[config.mk]
export PLATFORM = sky130hd
export DESIGN_NAME = dcit_top
export DESIGN_NICKNAME = d
export VERILOG_FILES = /design/src/core/dcit_debounce.v /design/src/core/dcit_ident_timer.v /design/src/core/dcit_top.v
export VERILOG_INCLUDE_DIRS = /design/src /design/src/core
export SDC_FILE = /design/constraint.sdc
export NUM_CORES = 1
export LEC_CHECK = 0
export ABC_CLOCK_PERIOD_IN_PS = 7100
export BUFFER_PORTS_ARGS = -buffer_cell sky130_fd_sc_hd__buf_2
export CORE_AREA = 2 2 144 146
export DETAILED_ROUTE_END_ITERATION = 8
export DIE_AREA = 0 0 146 148
export GPL_ROUTABILITY_DRIVEN = 0
export PLACE_DENSITY = 0.87
export SYNTH_ARGS = -nofsm -noshare
export SYNTH_HDL_FRONTEND = slang
export SYNTH_SLANG_ARGS = --single-unit
[constraint.sdc]
create_clock -name clk -period 7.1 [get_ports clk]
set_clock_uncertainty 0.15 [all_clocks]
set_input_delay 0.71 -clock clk [delete_from_list [all_inputs] [get_ports clk]]
set_output_delay 0.71 -clock clk [all_outputs]
set_load 0.005 [all_outputs]
[src/core/dcit_defs.vh]
// Constants for the discrete configuration and ident timer block.
`ifndef DCIT_DEFS_VH
`define DCIT_DEFS_VH

////////////////////////////////////////////////////////////////////////////
`define DCIT_CLK_HZ            25000000
`define DCIT_IDENT_TIME_MS     18000
`define DCIT_DEBOUNCE_TIME_MS  10

////////////////////////////////////////////////////////////////////////////
`define DCIT_ADDR_W            4
`define DCIT_DATA_W            32
`define DCIT_ADDR_STATUS       4'h0
`define DCIT_ADDR_CONFIG       4'h1
`define DCIT_ADDR_CTRL         4'h2
`define DCIT_ADDR_TIMER        4'h3
`define DCIT_ADDR_COUNT        4'h4

////////////////////////////////////////////////////////////////////////////
`define DCIT_ST_IDENT_ACTIVE   0
`define DCIT_ST_LATCHED        1
`define DCIT_ST_CHANGED        2
`define DCIT_ST_IDENT_LEVEL    3
`define DCIT_CF_SEL_LSB        0
`define DCIT_CF_NAV_HIGH       2
`define DCIT_CF_AIR_HIGH       3
`define DCIT_CF_POS_HIGH       4
`define DCIT_CF_TC_LSB         8
`define DCIT_CT_START          0
`define DCIT_CT_CANCEL         1
`define DCIT_CT_CLR_CHANGED    2

////////////////////////////////////////////////////////////////////////////
`define DCIT_IN_IDENT          0
`define DCIT_IN_NAV            1
`define DCIT_IN_AIR            2
`define DCIT_IN_POS            3
`define DCIT_IN_CS0            4
`define DCIT_IN_CS1            5
`define DCIT_IN_NUM            6

////////////////////////////////////////////////////////////////////////////
`define DCIT_CFG_0             2'h0
`define DCIT_CFG_1             2'h1
`define DCIT_CFG_2             2'h2
`define DCIT_TC_CFG0           5'h01
`define DCIT_TC_CFG1           5'h02
`define DCIT_TC_CFG2           5'h03
`define DCIT_RST_WORD          32'h00000000

`endif

[src/core/dcit_debounce.v]
// Per-input synchroniser and debounce filter for ground/open discretes.
`timescale 1ns/100ps

module dcit_debounce
#(
   parameter WIDTH  = 6,
   parameter CYCLES = 250000
)
(
   // Clock and reset
   input  wire             clk,
   input  wire             rst_n,
   // Raw discretes, low when grounded
   input  wire [WIDTH-1:0] raw_n,
   // Filtered levels, high when grounded
   output wire [WIDTH-1:0] level
);

   localparam CW = $clog2(CYCLES + 1);
   localparam integer  LAST_I = CYCLES - 1;
   localparam [CW-1:0] LAST = LAST_I[CW-1:0];

   genvar i;

   ////////////////////////////////////////////////////////////////////////
   generate
      for (i = 0; i < WIDTH; i = i + 1)
      begin : g_bit
         reg          meta_q;
         reg          sync_q;
         reg          lvl_q;
         reg [CW-1:0] cnt_q;

         // An open pin reads high, so reset assumes every input open.
         always @(posedge clk or negedge rst_n)
         begin
            if (!rst_n)
            begin
               meta_q <= 1'b1;
               sync_q <= 1'b1;
               lvl_q  <= 1'b0;
               cnt_q  <= {CW{1'b0}};
            end
            else
            begin
               meta_q <= raw_n[i];
               sync_q <= meta_q;
               if ((~sync_q) == lvl_q)
                  cnt_q <= {CW{1'b0}};
               else if (cnt_q == LAST)
               begin
                  lvl_q <= ~sync_q;
                  cnt_q <= {CW{1'b0}};
               end
               else
                  cnt_q <= cnt_q + 1'b1;
            end
         end

         assign level[i] = lvl_q;
      end
   endgenerate

endmodule

[src/core/dcit_ident_timer.v]
// Retriggerable ident hold timer.
`timescale 1ns/100ps

module dcit_ident_timer
#(
   parameter CYCLES = 450000000
)
(
   // Clock and reset
   input  wire                         clk,
   input  wire                         rst_n,
   // Control pulses
   input  wire                         start,
   input  wire                         cancel,
   // State
   output reg                          active_q,
   output reg  [$clog2(CYCLES+1)-1:0]  remain_q
);

   localparam CW = $clog2(CYCLES + 1);
   localparam integer  LOAD_I = CYCLES - 1;
   localparam [CW-1:0] LOAD = LOAD_I[CW-1:0];

   ////////////////////////////////////////////////////////////////////////
   // Start beats cancel so that a press in the cancel cycle is not lost.
   always @(posedge clk or negedge rst_n)
   begin
      if (!rst_n)
      begin
         active_q <= 1'b0;
         remain_q <= {CW{1'b0}};
      end
      else if (start)
      begin
         active_q <= 1'b1;
         remain_q <= LOAD;
      end
      else if (cancel)
      begin
         active_q <= 1'b0;
         remain_q <= {CW{1'b0}};
      end
      else if (remain_q != {CW{1'b0}})
         remain_q <= remain_q - 1'b1;
      else
         active_q <= 1'b0;
   end

endmodule

[src/core/dcit_top.v]
// Discrete configuration sampling and remote ident timer, top level.
//
// Function
// - A momentary ground on the ident discrete sets the ident flag for 18 s.
// - With the ident discrete open and no timer running the flag is clear.
// - A grounded nav rate select runs the nav receiver at high speed.
// - An open nav rate select runs the nav receiver at low speed.
// - Rate selects are sampled once after power-up and held until reset.
// - The air data receiver rate follows its select as sampled at power-up.
// - The position receiver rate follows its select as sampled at power-up.
// - The register 0,5 type code follows the decoded configuration.
// - A grounded second configuration select decodes as configuration 2.
// - Both selects open give configuration 0, only the first gives 1.
`timescale 1ns/100ps
`include "dcit_defs.vh"

module dcit_top
#(
   parameter IDENT_CYCLES =
      `DCIT_IDENT_TIME_MS * (`DCIT_CLK_HZ / 1000),
   parameter DEB_CYCLES =
      `DCIT_DEBOUNCE_TIME_MS * (`DCIT_CLK_HZ / 1000),
   parameter [4:0] TC_CFG0 = `DCIT_TC_CFG0,
   parameter [4:0] TC_CFG1 = `DCIT_TC_CFG1,
   parameter [4:0] TC_CFG2 = `DCIT_TC_CFG2
)
(
   // Clock and reset
   input  wire                    clk,
   input  wire                    nrst,
   // Discrete pins, low when grounded
   input  wire                    ident_n,
   input  wire                    nav_rate_select_n,
   input  wire                    air_data_rate_select_n,
   input  wire                    position_rate_select_n,
   input  wire                    config_select_bit0_n,
   input  wire                    config_select_bit1_n,
   // Register port
   input  wire [`DCIT_ADDR_W-1:0] reg_addr,
   input  wire [`DCIT_DATA_W-1:0] reg_wdata,
   input  wire                    reg_wr,
   input  wire                    reg_rd,
   output reg  [`DCIT_DATA_W-1:0] reg_rdata_q,
   // Reply formatter and receiver controls
   output wire                    ident_flag,
   output reg                     config_valid_q,
   output reg  [1:0]              config_sel_q,
   output reg  [4:0]              reply_message_field_tc_q,
   output reg                     nav_rate_high_q,
   output reg                     air_data_rate_high_q,
   output reg                     position_rate_high_q
);

   localparam TW = $clog2(IDENT_CYCLES + 1);
   localparam SETTLE = 2 * DEB_CYCLES + 4;
   localparam SW = $clog2(SETTLE + 1);
   localparam integer  SETTLE_LAST_I = SETTLE - 1;
   localparam [SW-1:0] SETTLE_LAST = SETTLE_LAST_I[SW-1:0];

   ////////////////////////////////////////////////////////////////////////
   // Reset release through two flops; assertion stays asynchronous.
   reg  rst_meta_q;
   reg  rst_n_q;

   always @(posedge clk or negedge nrst)
   begin
      if (!nrst)
      begin
         rst_meta_q <= 1'b0;
         rst_n_q    <= 1'b0;
      end
      else
      begin
         rst_meta_q <= 1'b1;
         rst_n_q    <= rst_meta_q;
      end
   end

   ////////////////////////////////////////////////////////////////////////
   // Discrete filtering.
   wire [`DCIT_IN_NUM-1:0] raw_n;
   wire [`DCIT_IN_NUM-1:0] lvl;

   assign raw_n[`DCIT_IN_IDENT] = ident_n;
   assign raw_n[`DCIT_IN_NAV]   = nav_rate_select_n;
   assign raw_n[`DCIT_IN_AIR]   = air_data_rate_select_n;
   assign raw_n[`DCIT_IN_POS]   = position_rate_select_n;
   assign raw_n[`DCIT_IN_CS0]   = config_select_bit0_n;
   assign raw_n[`DCIT_IN_CS1]   = config_select_bit1_n;

   dcit_debounce
   #(
      .WIDTH  (`DCIT_IN_NUM),
      .CYCLES (DEB_CYCLES)
   )
   u_debounce
   (
      .clk    (clk),
      .rst_n  (rst_n_q),
      .raw_n  (raw_n),
      .level  (lvl)
   );

   ////////////////////////////////////////////////////////////////////////
   // Configuration decode from filtered selects.
   reg  [1:0] cfg_d;
   reg  [4:0] tc_d;

   always @*
   begin
      if (lvl[`DCIT_IN_CS1])
         cfg_d = `DCIT_CFG_2;
      else if (lvl[`DCIT_IN_CS0])
         cfg_d = `DCIT_CFG_1;
      else
         cfg_d = `DCIT_CFG_0;
      case (cfg_d)
         `DCIT_CFG_0: tc_d = TC_CFG0;
         `DCIT_CFG_1: tc_d = TC_CFG1;
         `DCIT_CFG_2: tc_d = TC_CFG2;
         default:     tc_d = TC_CFG0;
      endcase
   end

   ////////////////////////////////////////////////////////////////////////
   // Power-up sampling. The wait covers the filter's full settling time,
   // so straps that are wired before power-up are seen at their true level.
   // Later pin changes never reach the outputs; only a new reset does.
   reg  [SW-1:0] settle_q;
   reg           latch_now;

   always @*
   begin
      latch_now = (!config_valid_q) && (settle_q == SETTLE_LAST);
   end

   always @(posedge clk or negedge rst_n_q)
   begin
      if (!rst_n_q)
      begin
         settle_q                 <= {SW{1'b0}};
         config_valid_q           <= 1'b0;
         config_sel_q             <= `DCIT_CFG_0;
         reply_message_field_tc_q <= TC_CFG0;
         nav_rate_high_q          <= 1'b0;
         air_data_rate_high_q     <= 1'b0;
         position_rate_high_q     <= 1'b0;
      end
      else if (latch_now)
      begin
         config_valid_q           <= 1'b1;
         config_sel_q             <= cfg_d;
         reply_message_field_tc_q <= tc_d;
         nav_rate_high_q          <= lvl[`DCIT_IN_NAV];
         air_data_rate_high_q     <= lvl[`DCIT_IN_AIR];
         position_rate_high_q     <= lvl[`DCIT_IN_POS];
      end
      else if (!config_valid_q)
         settle_q <= settle_q + 1'b1;
   end

   ////////////////////////////////////////////////////////////////////////
   // Ident press detection on the grounding edge.
   reg  ident_prev_q;
   reg  hw_start;
   wire sw_start;
   wire sw_cancel;
   wire timer_active;
   wire [TW-1:0] timer_remain;

   always @(posedge clk or negedge rst_n_q)
   begin
      if (!rst_n_q)
         ident_prev_q <= 1'b0;
      else
         ident_prev_q <= lvl[`DCIT_IN_IDENT];
   end

   always @*
   begin
      hw_start = lvl[`DCIT_IN_IDENT] && !ident_prev_q;
   end

   assign sw_start  = reg_wr && (reg_addr == `DCIT_ADDR_CTRL) &&
                      reg_wdata[`DCIT_CT_START];
   assign sw_cancel = reg_wr && (reg_addr == `DCIT_ADDR_CTRL) &&
                      reg_wdata[`DCIT_CT_CANCEL];

   dcit_ident_timer
   #(
      .CYCLES   (IDENT_CYCLES)
   )
   u_ident_timer
   (
      .clk      (clk),
      .rst_n    (rst_n_q),
      .start    (hw_start | sw_start),
      .cancel   (sw_cancel),
      .active_q (timer_active),
      .remain_q (timer_remain)
   );

   // The flag is the timer's own flop, so it needs no extra stage.
   assign ident_flag = timer_active;

   ////////////////////////////////////////////////////////////////////////
   // Sticky warning: a select moved after sampling and needs a power cycle.
   reg  changed_q;
   reg  [15:0] press_cnt_q;
   wire moved;
   wire clr_changed;

   assign moved = config_valid_q &&
                  ((lvl[`DCIT_IN_NAV] != nav_rate_high_q) ||
                   (lvl[`DCIT_IN_AIR] != air_data_rate_high_q) ||
                   (lvl[`DCIT_IN_POS] != position_rate_high_q) ||
                   (cfg_d != config_sel_q));
   assign clr_changed = reg_wr && (reg_addr == `DCIT_ADDR_CTRL) &&
                        reg_wdata[`DCIT_CT_CLR_CHANGED];

   always @(posedge clk or negedge rst_n_q)
   begin
      if (!rst_n_q)
      begin
         changed_q   <= 1'b0;
         press_cnt_q <= 16'h0000;
      end
      else
      begin
         if (moved)
            changed_q <= 1'b1;
         else if (clr_changed)
            changed_q <= 1'b0;
         if (hw_start)
            press_cnt_q <= press_cnt_q + 16'h0001;
      end
   end

   ////////////////////////////////////////////////////////////////////////
   // Register read; data stand for the single cycle after the strobe.
   reg  [`DCIT_DATA_W-1:0] rd_d;

   always @*
   begin
      rd_d = `DCIT_RST_WORD;
      case (reg_addr)
         `DCIT_ADDR_STATUS:
         begin
            rd_d[`DCIT_ST_IDENT_ACTIVE] = timer_active;
            rd_d[`DCIT_ST_LATCHED]      = config_valid_q;
            rd_d[`DCIT_ST_CHANGED]      = changed_q;
            rd_d[`DCIT_ST_IDENT_LEVEL]  = lvl[`DCIT_IN_IDENT];
         end
         `DCIT_ADDR_CONFIG:
         begin
            rd_d[`DCIT_CF_SEL_LSB+1:`DCIT_CF_SEL_LSB] = config_sel_q;
            rd_d[`DCIT_CF_NAV_HIGH] = nav_rate_high_q;
            rd_d[`DCIT_CF_AIR_HIGH] = air_data_rate_high_q;
            rd_d[`DCIT_CF_POS_HIGH] = position_rate_high_q;
            rd_d[`DCIT_CF_TC_LSB+4:`DCIT_CF_TC_LSB] =
               reply_message_field_tc_q;
         end
         `DCIT_ADDR_TIMER:
            rd_d[TW-1:0] = timer_remain;
         `DCIT_ADDR_COUNT:
            rd_d[15:0] = press_cnt_q;
         default:
            rd_d = `DCIT_RST_WORD;
      endcase
   end

   always @(posedge clk or negedge rst_n_q)
   begin
      if (!rst_n_q)
         reg_rdata_q <= `DCIT_RST_WORD;
      else if (reg_rd)
         reg_rdata_q <= rd_d;
      else
         reg_rdata_q <= `DCIT_RST_WORD;
   end

endmodule

==> results of run 1 <==
[power by group]
part	switching [W]	internal, W
logic	0.000136	0.0000933
registers	0.000102	0.00139
clock network	0.000517	0.000774
[stage by stage]
step	power [W]	hold slack (ps)	area, um2
floorplan	0.00167	181	10700
global placement	0.00172	82.5	11100
detailed placement	0.00173	87.8	11100
CTS	0.00303	91.5	12000
global route	0.00312	110	12000
finish	0.00301	73.3	12000
[path summary, 6_finish.rpt]
kind,cells past startpoint,slack [ps],endpoint,from
max in group asynchronous,1,5310,reg_rdata_q[13]$_DFF_PN0_,rst_n_q$_DFF_PN0_
worst max register to register,5,4270,u_ident_timer.remain_q[7]$_DFFE_PN0P_,u_ident_timer.remain_q[15]$_DFFE_PN0P_
min in group clk,1,140,u_debounce.g_bit[1].meta_q$_DFF_PN1_,nav_rate_select_n
worst max-delay path,5,4270,u_ident_timer.remain_q[7]$_DFFE_PN0P_,u_ident_timer.remain_q[15]$_DFFE_PN0P_
worst min register to register,0,70,u_debounce.g_bit[1].cnt_q[0]$_DFF_PN0_,rst_n_q$_DFF_PN0_
worst min-delay path,0,70,u_debounce.g_bit[1].cnt_q[0]$_DFF_PN0_,rst_n_q$_DFF_PN0_
[kinds of logic (layout without fill, tap and decap cells)]
logic type               after synthesis  in the layout  share of synthesized area
adder cells (fa/ha/maj)               10             10                     0.0117
flip-flops                           232            232                      0.546
AO/OA/AOI/OAI                         60             60                     0.0378
multiplexers                          15             15                     0.0153
buffers and inverters                 60            122                     0.0246
other                                  2              8                   0.000704
XOR/XNOR                             156            156                      0.128
AND/OR/NAND/NOR                      468            468                      0.236
[flip-flops by register name, indices dropped and copies added, names as in the netlist, 2 cells and up]
name,flops
u_debounce.g_bit.sync_q,6
u_ident_timer.remain_q,29
u_debounce.g_bit.lvl_q,6
settle_q,19
reply_message_field_tc_q,2
config_sel_q,2
u_debounce.g_bit.meta_q,6
reg_rdata_q,29
u_debounce.g_bit.cnt_q,108
press_cnt_q,16
[placed cells by master (no fill, tap or decap), types with 13 or more instances in the layout]
cell type,count
dfrtp_1,218
dfstp_2,13
xnor2_1,77
nand3_1,47
clkbuf_16,25
buf_2,54
nand4_1,35
nor3_1,18
and3_1,47
and4_1,14
nand2_1,67
xor2_1,79
nor2_1,155
inv_1,22
[layout make-up]
class | instances | area (um2) | area share
inverters | 22 | 82.6 | 0.00690
diodes | 1 | 2.50 | 0.000209
clock inverters | 7 | 68.8 | 0.00575
clock buffers | 37 | 761 | 0.0635
multi-input cells | 716 | 4600 | 0.384
flip-flops and latches | 232 | 5830 | 0.486
repair buffers | 56 | 300 | 0.0251
well taps | 270 | 338 | 0.0282
[critical path, cell delays in order (launching register included)]
cell	delay, ps
dfrtp_1	430
or4_4	560
or4_4	570
nor4_4	370
or2_1	480
nor2_1	120
[routing by layer]
layer,track usage,share of wire,vias to the layer above
met2,0.346,0.50,162
li1,-,-,3539
met4,0.0617,0.027,2
met5,0,0.00075,-
met1,0.266,0.43,3725
met3,0.0324,0.042,51
==> impl_metrics.py, run 1 <==
metrics = {
    "outcome": {
        "status": "finished clean",
    },
    "placement": {
        "dpl.cell_count": 1295,
        "port_buffers": 54,
        "pre_cts_ws_ps": 4310,
        "dpl.hpwl_um": 13800,
    },
    "floorplanning": {
        "dieWidth_um": 146,
        "design.die.area_mm2": 0.0216,
        "die_y_um": 148,
        "coreArea_mm2": 0.0200,
        "initial_core_util": 0.532,
        "ios": 90,
        "num_rows": 52,
    },
    "clock_tree": {
        "cts_resized": 0,
        "cts_made_buffers": 25,
        "clk_pin_slew_worst_paths_ps": 60,
        "clock_latency_ps": 520,
        "cts_buffer_depth": 3,
        "cts_tree": "done",
        "cts-root-buf": "clkbuf_16",
        "clock_sinks": 232,
        "htreeDepth": 1,
        "post_cts_buffers": 0,
        "cts_hold_buf": 1,
    },
    "synthesis": {
        "synthTopCellsByCount": "dfrtp_1, nor2_1, xor2_1, xnor2_1, nand2_1",
        "synthMostInstantiatedCell": "dfrtp_1",
        "yosysSeqAreaShare": 0.546,
        "yosysWarnings": 0,
        "synth.top_cells.by_area": "dfrtp_1, xor2_1, xnor2_1",
        "syn_avg_cell_area_um2": 10.6,
        "synth_ff_type": "dfrtp_1",
        "ys_ff_latch": 232,
        "synth_largest_area_cell": "dfrtp_1",
        "synth_edf_count": 0,
        "ys_types": 56,
        "netlist_area_mm2": 0.0107,
        "async_flop_share": 1.00,
        "netlist.area_leader.share": 0.514,
        "synthCells": 1003,
    },
    "global_routing": {
        "grt_max_degree": 208,
        "antenna_found_initial": 1,
        "grt_pass1_wl_um": 36500,
        "first_global_vias": 7518,
        "track_usage": 0.202,
        "globalRouteOverflowTotal": 0,
    },
    "routing": {
        "via_per_inst": 5.58,
        "post_drt_wl_per_cell_um": 15.9,
        "ant_nets": 0,
        "route.vias.total": 7479,
        "drt-pass1-iter-count": 5,
        "drt_iter0_markers": 582,
        "drcViolationCount": 0,
        "wl_um": 21300,
    },
    "sta": {
        "fmax_ghz": 0.353,
        "finalCritPeriodShare": 0.399,
        "finalSetupTns_ps": 0,
        "setup_viol": 0,
        "hold_violations": 0,
        "max_slew_margin": 0.254,
        "rsz0062_at_grt": "false",
        "maxSlewViolCount": 0,
        "tightest_slew_ps": 1120,
        "fin_ws_ps": 4270,
        "min_period_ps": 2830,
    },
    "cells_and_area": {
        "syn2layout_area_growth_pct": 12.3,
        "fin_nets": 1109,
        "drive_gt1_frac": 0.136,
        "fill_cells": 1592,
        "fin_util": 0.598,
        "fin_cells": 1341,
    },
    "critical_path": {
        "crit_arrival_ps": 3070,
        "crit_type": "flop to flop",
        "cp-start-kind": "flop",
        "cp_max_fo": 12,
        "setup.worst_path.end_class": "flop",
        "required_ps": 7330,
    },
    "flow_run": {
        "cap_violations": 0,
    },
    "power_and_ir_drop": {
        "peakVddDrop_uv": 148,
        "pwr_density_cell_mw_per_mm2": 252,
        "p_leak_nw": 5.45,
    },
    "min_path": {
        "holdCritPathClass": "flop to async pin",
    },
}
Note: power is estimated with default switching activity, not from simulation.
==> run 2: changes to the inputs <==
Settings changed: ABC_CLOCK_PERIOD_IN_PS 7100 to 2830, PLACE_DENSITY 0.87 to 0.84.
Clock period 7.1 ns to 2.83 ns, I/O delays scaled along.
==> run 2 against run 1 <==
Against the previous run:
- via count rose by 0.47%
- first-iteration DRC count fell by 12%
- register-to-register slack got worse by 4100 ps
- cell count rose by 1.8%
- setup slack got worse by 4100 ps
- global-route usage fell by 0.16 points
- sequential cell count did not move
- sequential share of layout area fell by 1.1 points
- worst hold slack got worse by 14 ps
- sequential power rose to 2.5 times the previous value
- fmax rose by 5.8%
==> impl_metrics.py, run 2 (same netlist as run 1, synthesis figures left out) <==
metrics = {
    "sta": {
        "setup_viol": 0,
        "tightest_slew_ps": 804,
        "fmax_ghz": 0.373,
        "min_period_ps": 2680,
        "hold_ws_ps": 59.5,
        "rsz0062_at_grt": "false",
        "max_slew_margin": 0.456,
        "finalCritPeriodShare": 0.947,
        "fin_ws_ps": 150,
        "finalSetupTns_ps": 0,
        "maxSlewViolCount": 0,
        "hold_violations": 0,
    },
    "floorplanning": {
        "die_y_um": 148,
        "coreArea_mm2": 0.0200,
        "num_rows": 52,
        "dieWidth_um": 146,
        "design.die.area_mm2": 0.0216,
        "initial_core_util": 0.532,
        "ios": 90,
    },
    "clock_tree": {
        "clk_pin_slew_worst_paths_ps": 60,
        "cts_made_buffers": 26,
        "cts_tree": "done",
        "cts-root-buf": "clkbuf_16",
        "cts_hold_buf": 10,
        "clock_latency_ps": 530,
        "post_cts_buffers": 0,
        "cts_buffer_depth": 3,
        "cts_resized": 0,
        "htreeDepth": 1,
        "clock_sinks": 232,
    },
    "cells_and_area": {
        "regMostFlops": "u_debounce.g_bit.cnt_q",
        "reg_top3": "u_debounce.g_bit.cnt_q (108), reg_rdata_q (29), u_ident_timer.remain_q (29)",
        "fill_cells": 1557,
        "fin_nets": 1131,
        "mostFrequentLayoutCell": "dfrtp_1",
        "num_antenna_cells": 0,
        "drive_gt1_frac": 0.149,
        "final_cell_mix": "dfrtp_1, nor2_1, xor2_1",
        "syn2layout_area_growth_pct": 15.0,
        "largest_reg_flops": 108,
    },
    "critical_path": {
        "path_buf_inv": 0,
        "regToRegSetupSlack_ps": 150,
        "r2r_cells": 5,
        "max_stage_delay_ps": 560,
        "crit_type": "flop to flop",
        "crit_top_cell": "or4_4",
        "critical_path.cell_chain": "or4_4 > or4_4 > nor4_4 > or2_1 > nor2_1",
        "required_ps": 3070,
        "slowest_stage": "or4_4",
        "cp_num_cells": 5,
        "crit_arrival_ps": 2920,
        "path_delay_family": "simple AND/OR/NAND/NOR gates",
        "setup.worst_path.end_class": "flop",
        "cp-start-kind": "flop",
        "cp_max_fo": 10,
    },
    "power_and_ir_drop": {
        "peakVddDrop_uv": 472,
        "p_leak_nw": 5.59,
        "pwr_density_cell_mw_per_mm2": 640,
    },
    "min_path": {
        "holdCritPathClass": "input pin to flop",
        "worst_hold_path.num_cells": 4,
    },
    "placement": {
        "pre_cts_ws_ps": 153,
        "port_buffers": 54,
        "dpl.hpwl_um": 14300,
    },
    "global_routing": {
        "grt_pass1_wl_um": 36000,
        "grt_max_degree": 62,
        "track_usage": 0.200,
        "first_global_vias": 7432,
        "globalRouteOverflowTotal": 0,
        "antenna_found_initial": 1,
    },
    "routing": {
        "via_per_inst": 5.50,
        "wl_um": 21300,
        "post_drt_wl_per_cell_um": 15.6,
        "drt_iter0_markers": 514,
        "route.vias.total": 7514,
        "ant_nets": 0,
        "drt-pass1-iter-count": 6,
        "drcViolationCount": 0,
    },
    "outcome": {
        "status": "finished clean",
    },
    "flow_run": {
        "cap_violations": 0,
    },
}
## run 2: cell count changes in the layout (fill, tap and decap cells not counted), moves of 4 or more
cell,change
buf_4,+10
dlygate4sd3_1,+9
clkbuf_8,-4
clkinv_2,+4
## run 2: per-layer routing
| layer | vias to the layer above | wire length, um | GRT usage |
|---|---|---|---|
| li1 | 3579 | - | - |
| met1 | 3716 | 9400 | 0.271 |
| met2 | 172 | 10400 | 0.337 |
| met3 | 45 | 969 | 0.0336 |
| met4 | 2 | 509 | 0.0583 |
| met5 | - | 13 | 0 |
## run 2: final timing paths
path | startpoint | end
max | u_ident_timer.remain_q[15]$_DFFE_PN0P_ | u_ident_timer.remain_q[19]$_DFFE_PN0P_
min in group asynchronous | rst_n_q$_DFF_PN0_ | u_debounce.g_bit[1].cnt_q[0]$_DFF_PN0_
max in group asynchronous | rst_n_q$_DFF_PN0_ | reg_rdata_q[25]$_DFF_PN0_
max reg2reg | u_ident_timer.remain_q[15]$_DFFE_PN0P_ | u_ident_timer.remain_q[19]$_DFFE_PN0P_
min reg2reg | u_debounce.g_bit[0].meta_q$_DFF_PN1_ | u_debounce.g_bit[0].sync_q$_DFF_PN1_
min | reg_addr[3] | reg_rdata_q[12]$_DFF_PN0_
## run 2: layout make-up
class	instances	area (um2)	share of cell area
clock buffers	34	752	0.0613
clock inverters	14	158	0.0129
inverters	22	82.6	0.00674
multi-input cells	716	4600	0.375
flip-flops and latches	232	5830	0.475
well taps	270	338	0.0276
repair buffers	77	505	0.0412
## run 2: through the flow
step	cell area, um2	total power, W	instances	utilization
6_report	12300	0.00784	1365	0.612
2_1_floorplan	10700	0.00418	1008	-
4_1_cts	12300	0.00789	1365	0.612
3_3_place_gp	11200	0.00437	1307	0.561
3_5_place_dp	11200	0.00440	1307	0.561
5_1_grt	12300	0.00814	1365	0.612
## run 2: worst min-delay path, cell delays in order
cell	delay, ps
buf_2	120
nor2b_1	60
nand2_1	160
nor2_1	70
## run 2: power by group
part,total (W),switching (W),leakage (nW),internal (W)
clock network,0.00348,0.00134,0.449,0.00214
logic,0.000624,0.000354,2.03,0.000270
registers,0.00374,0.000252,3.11,0.00349
total,0.00784,0.00194,5.59,0.00590
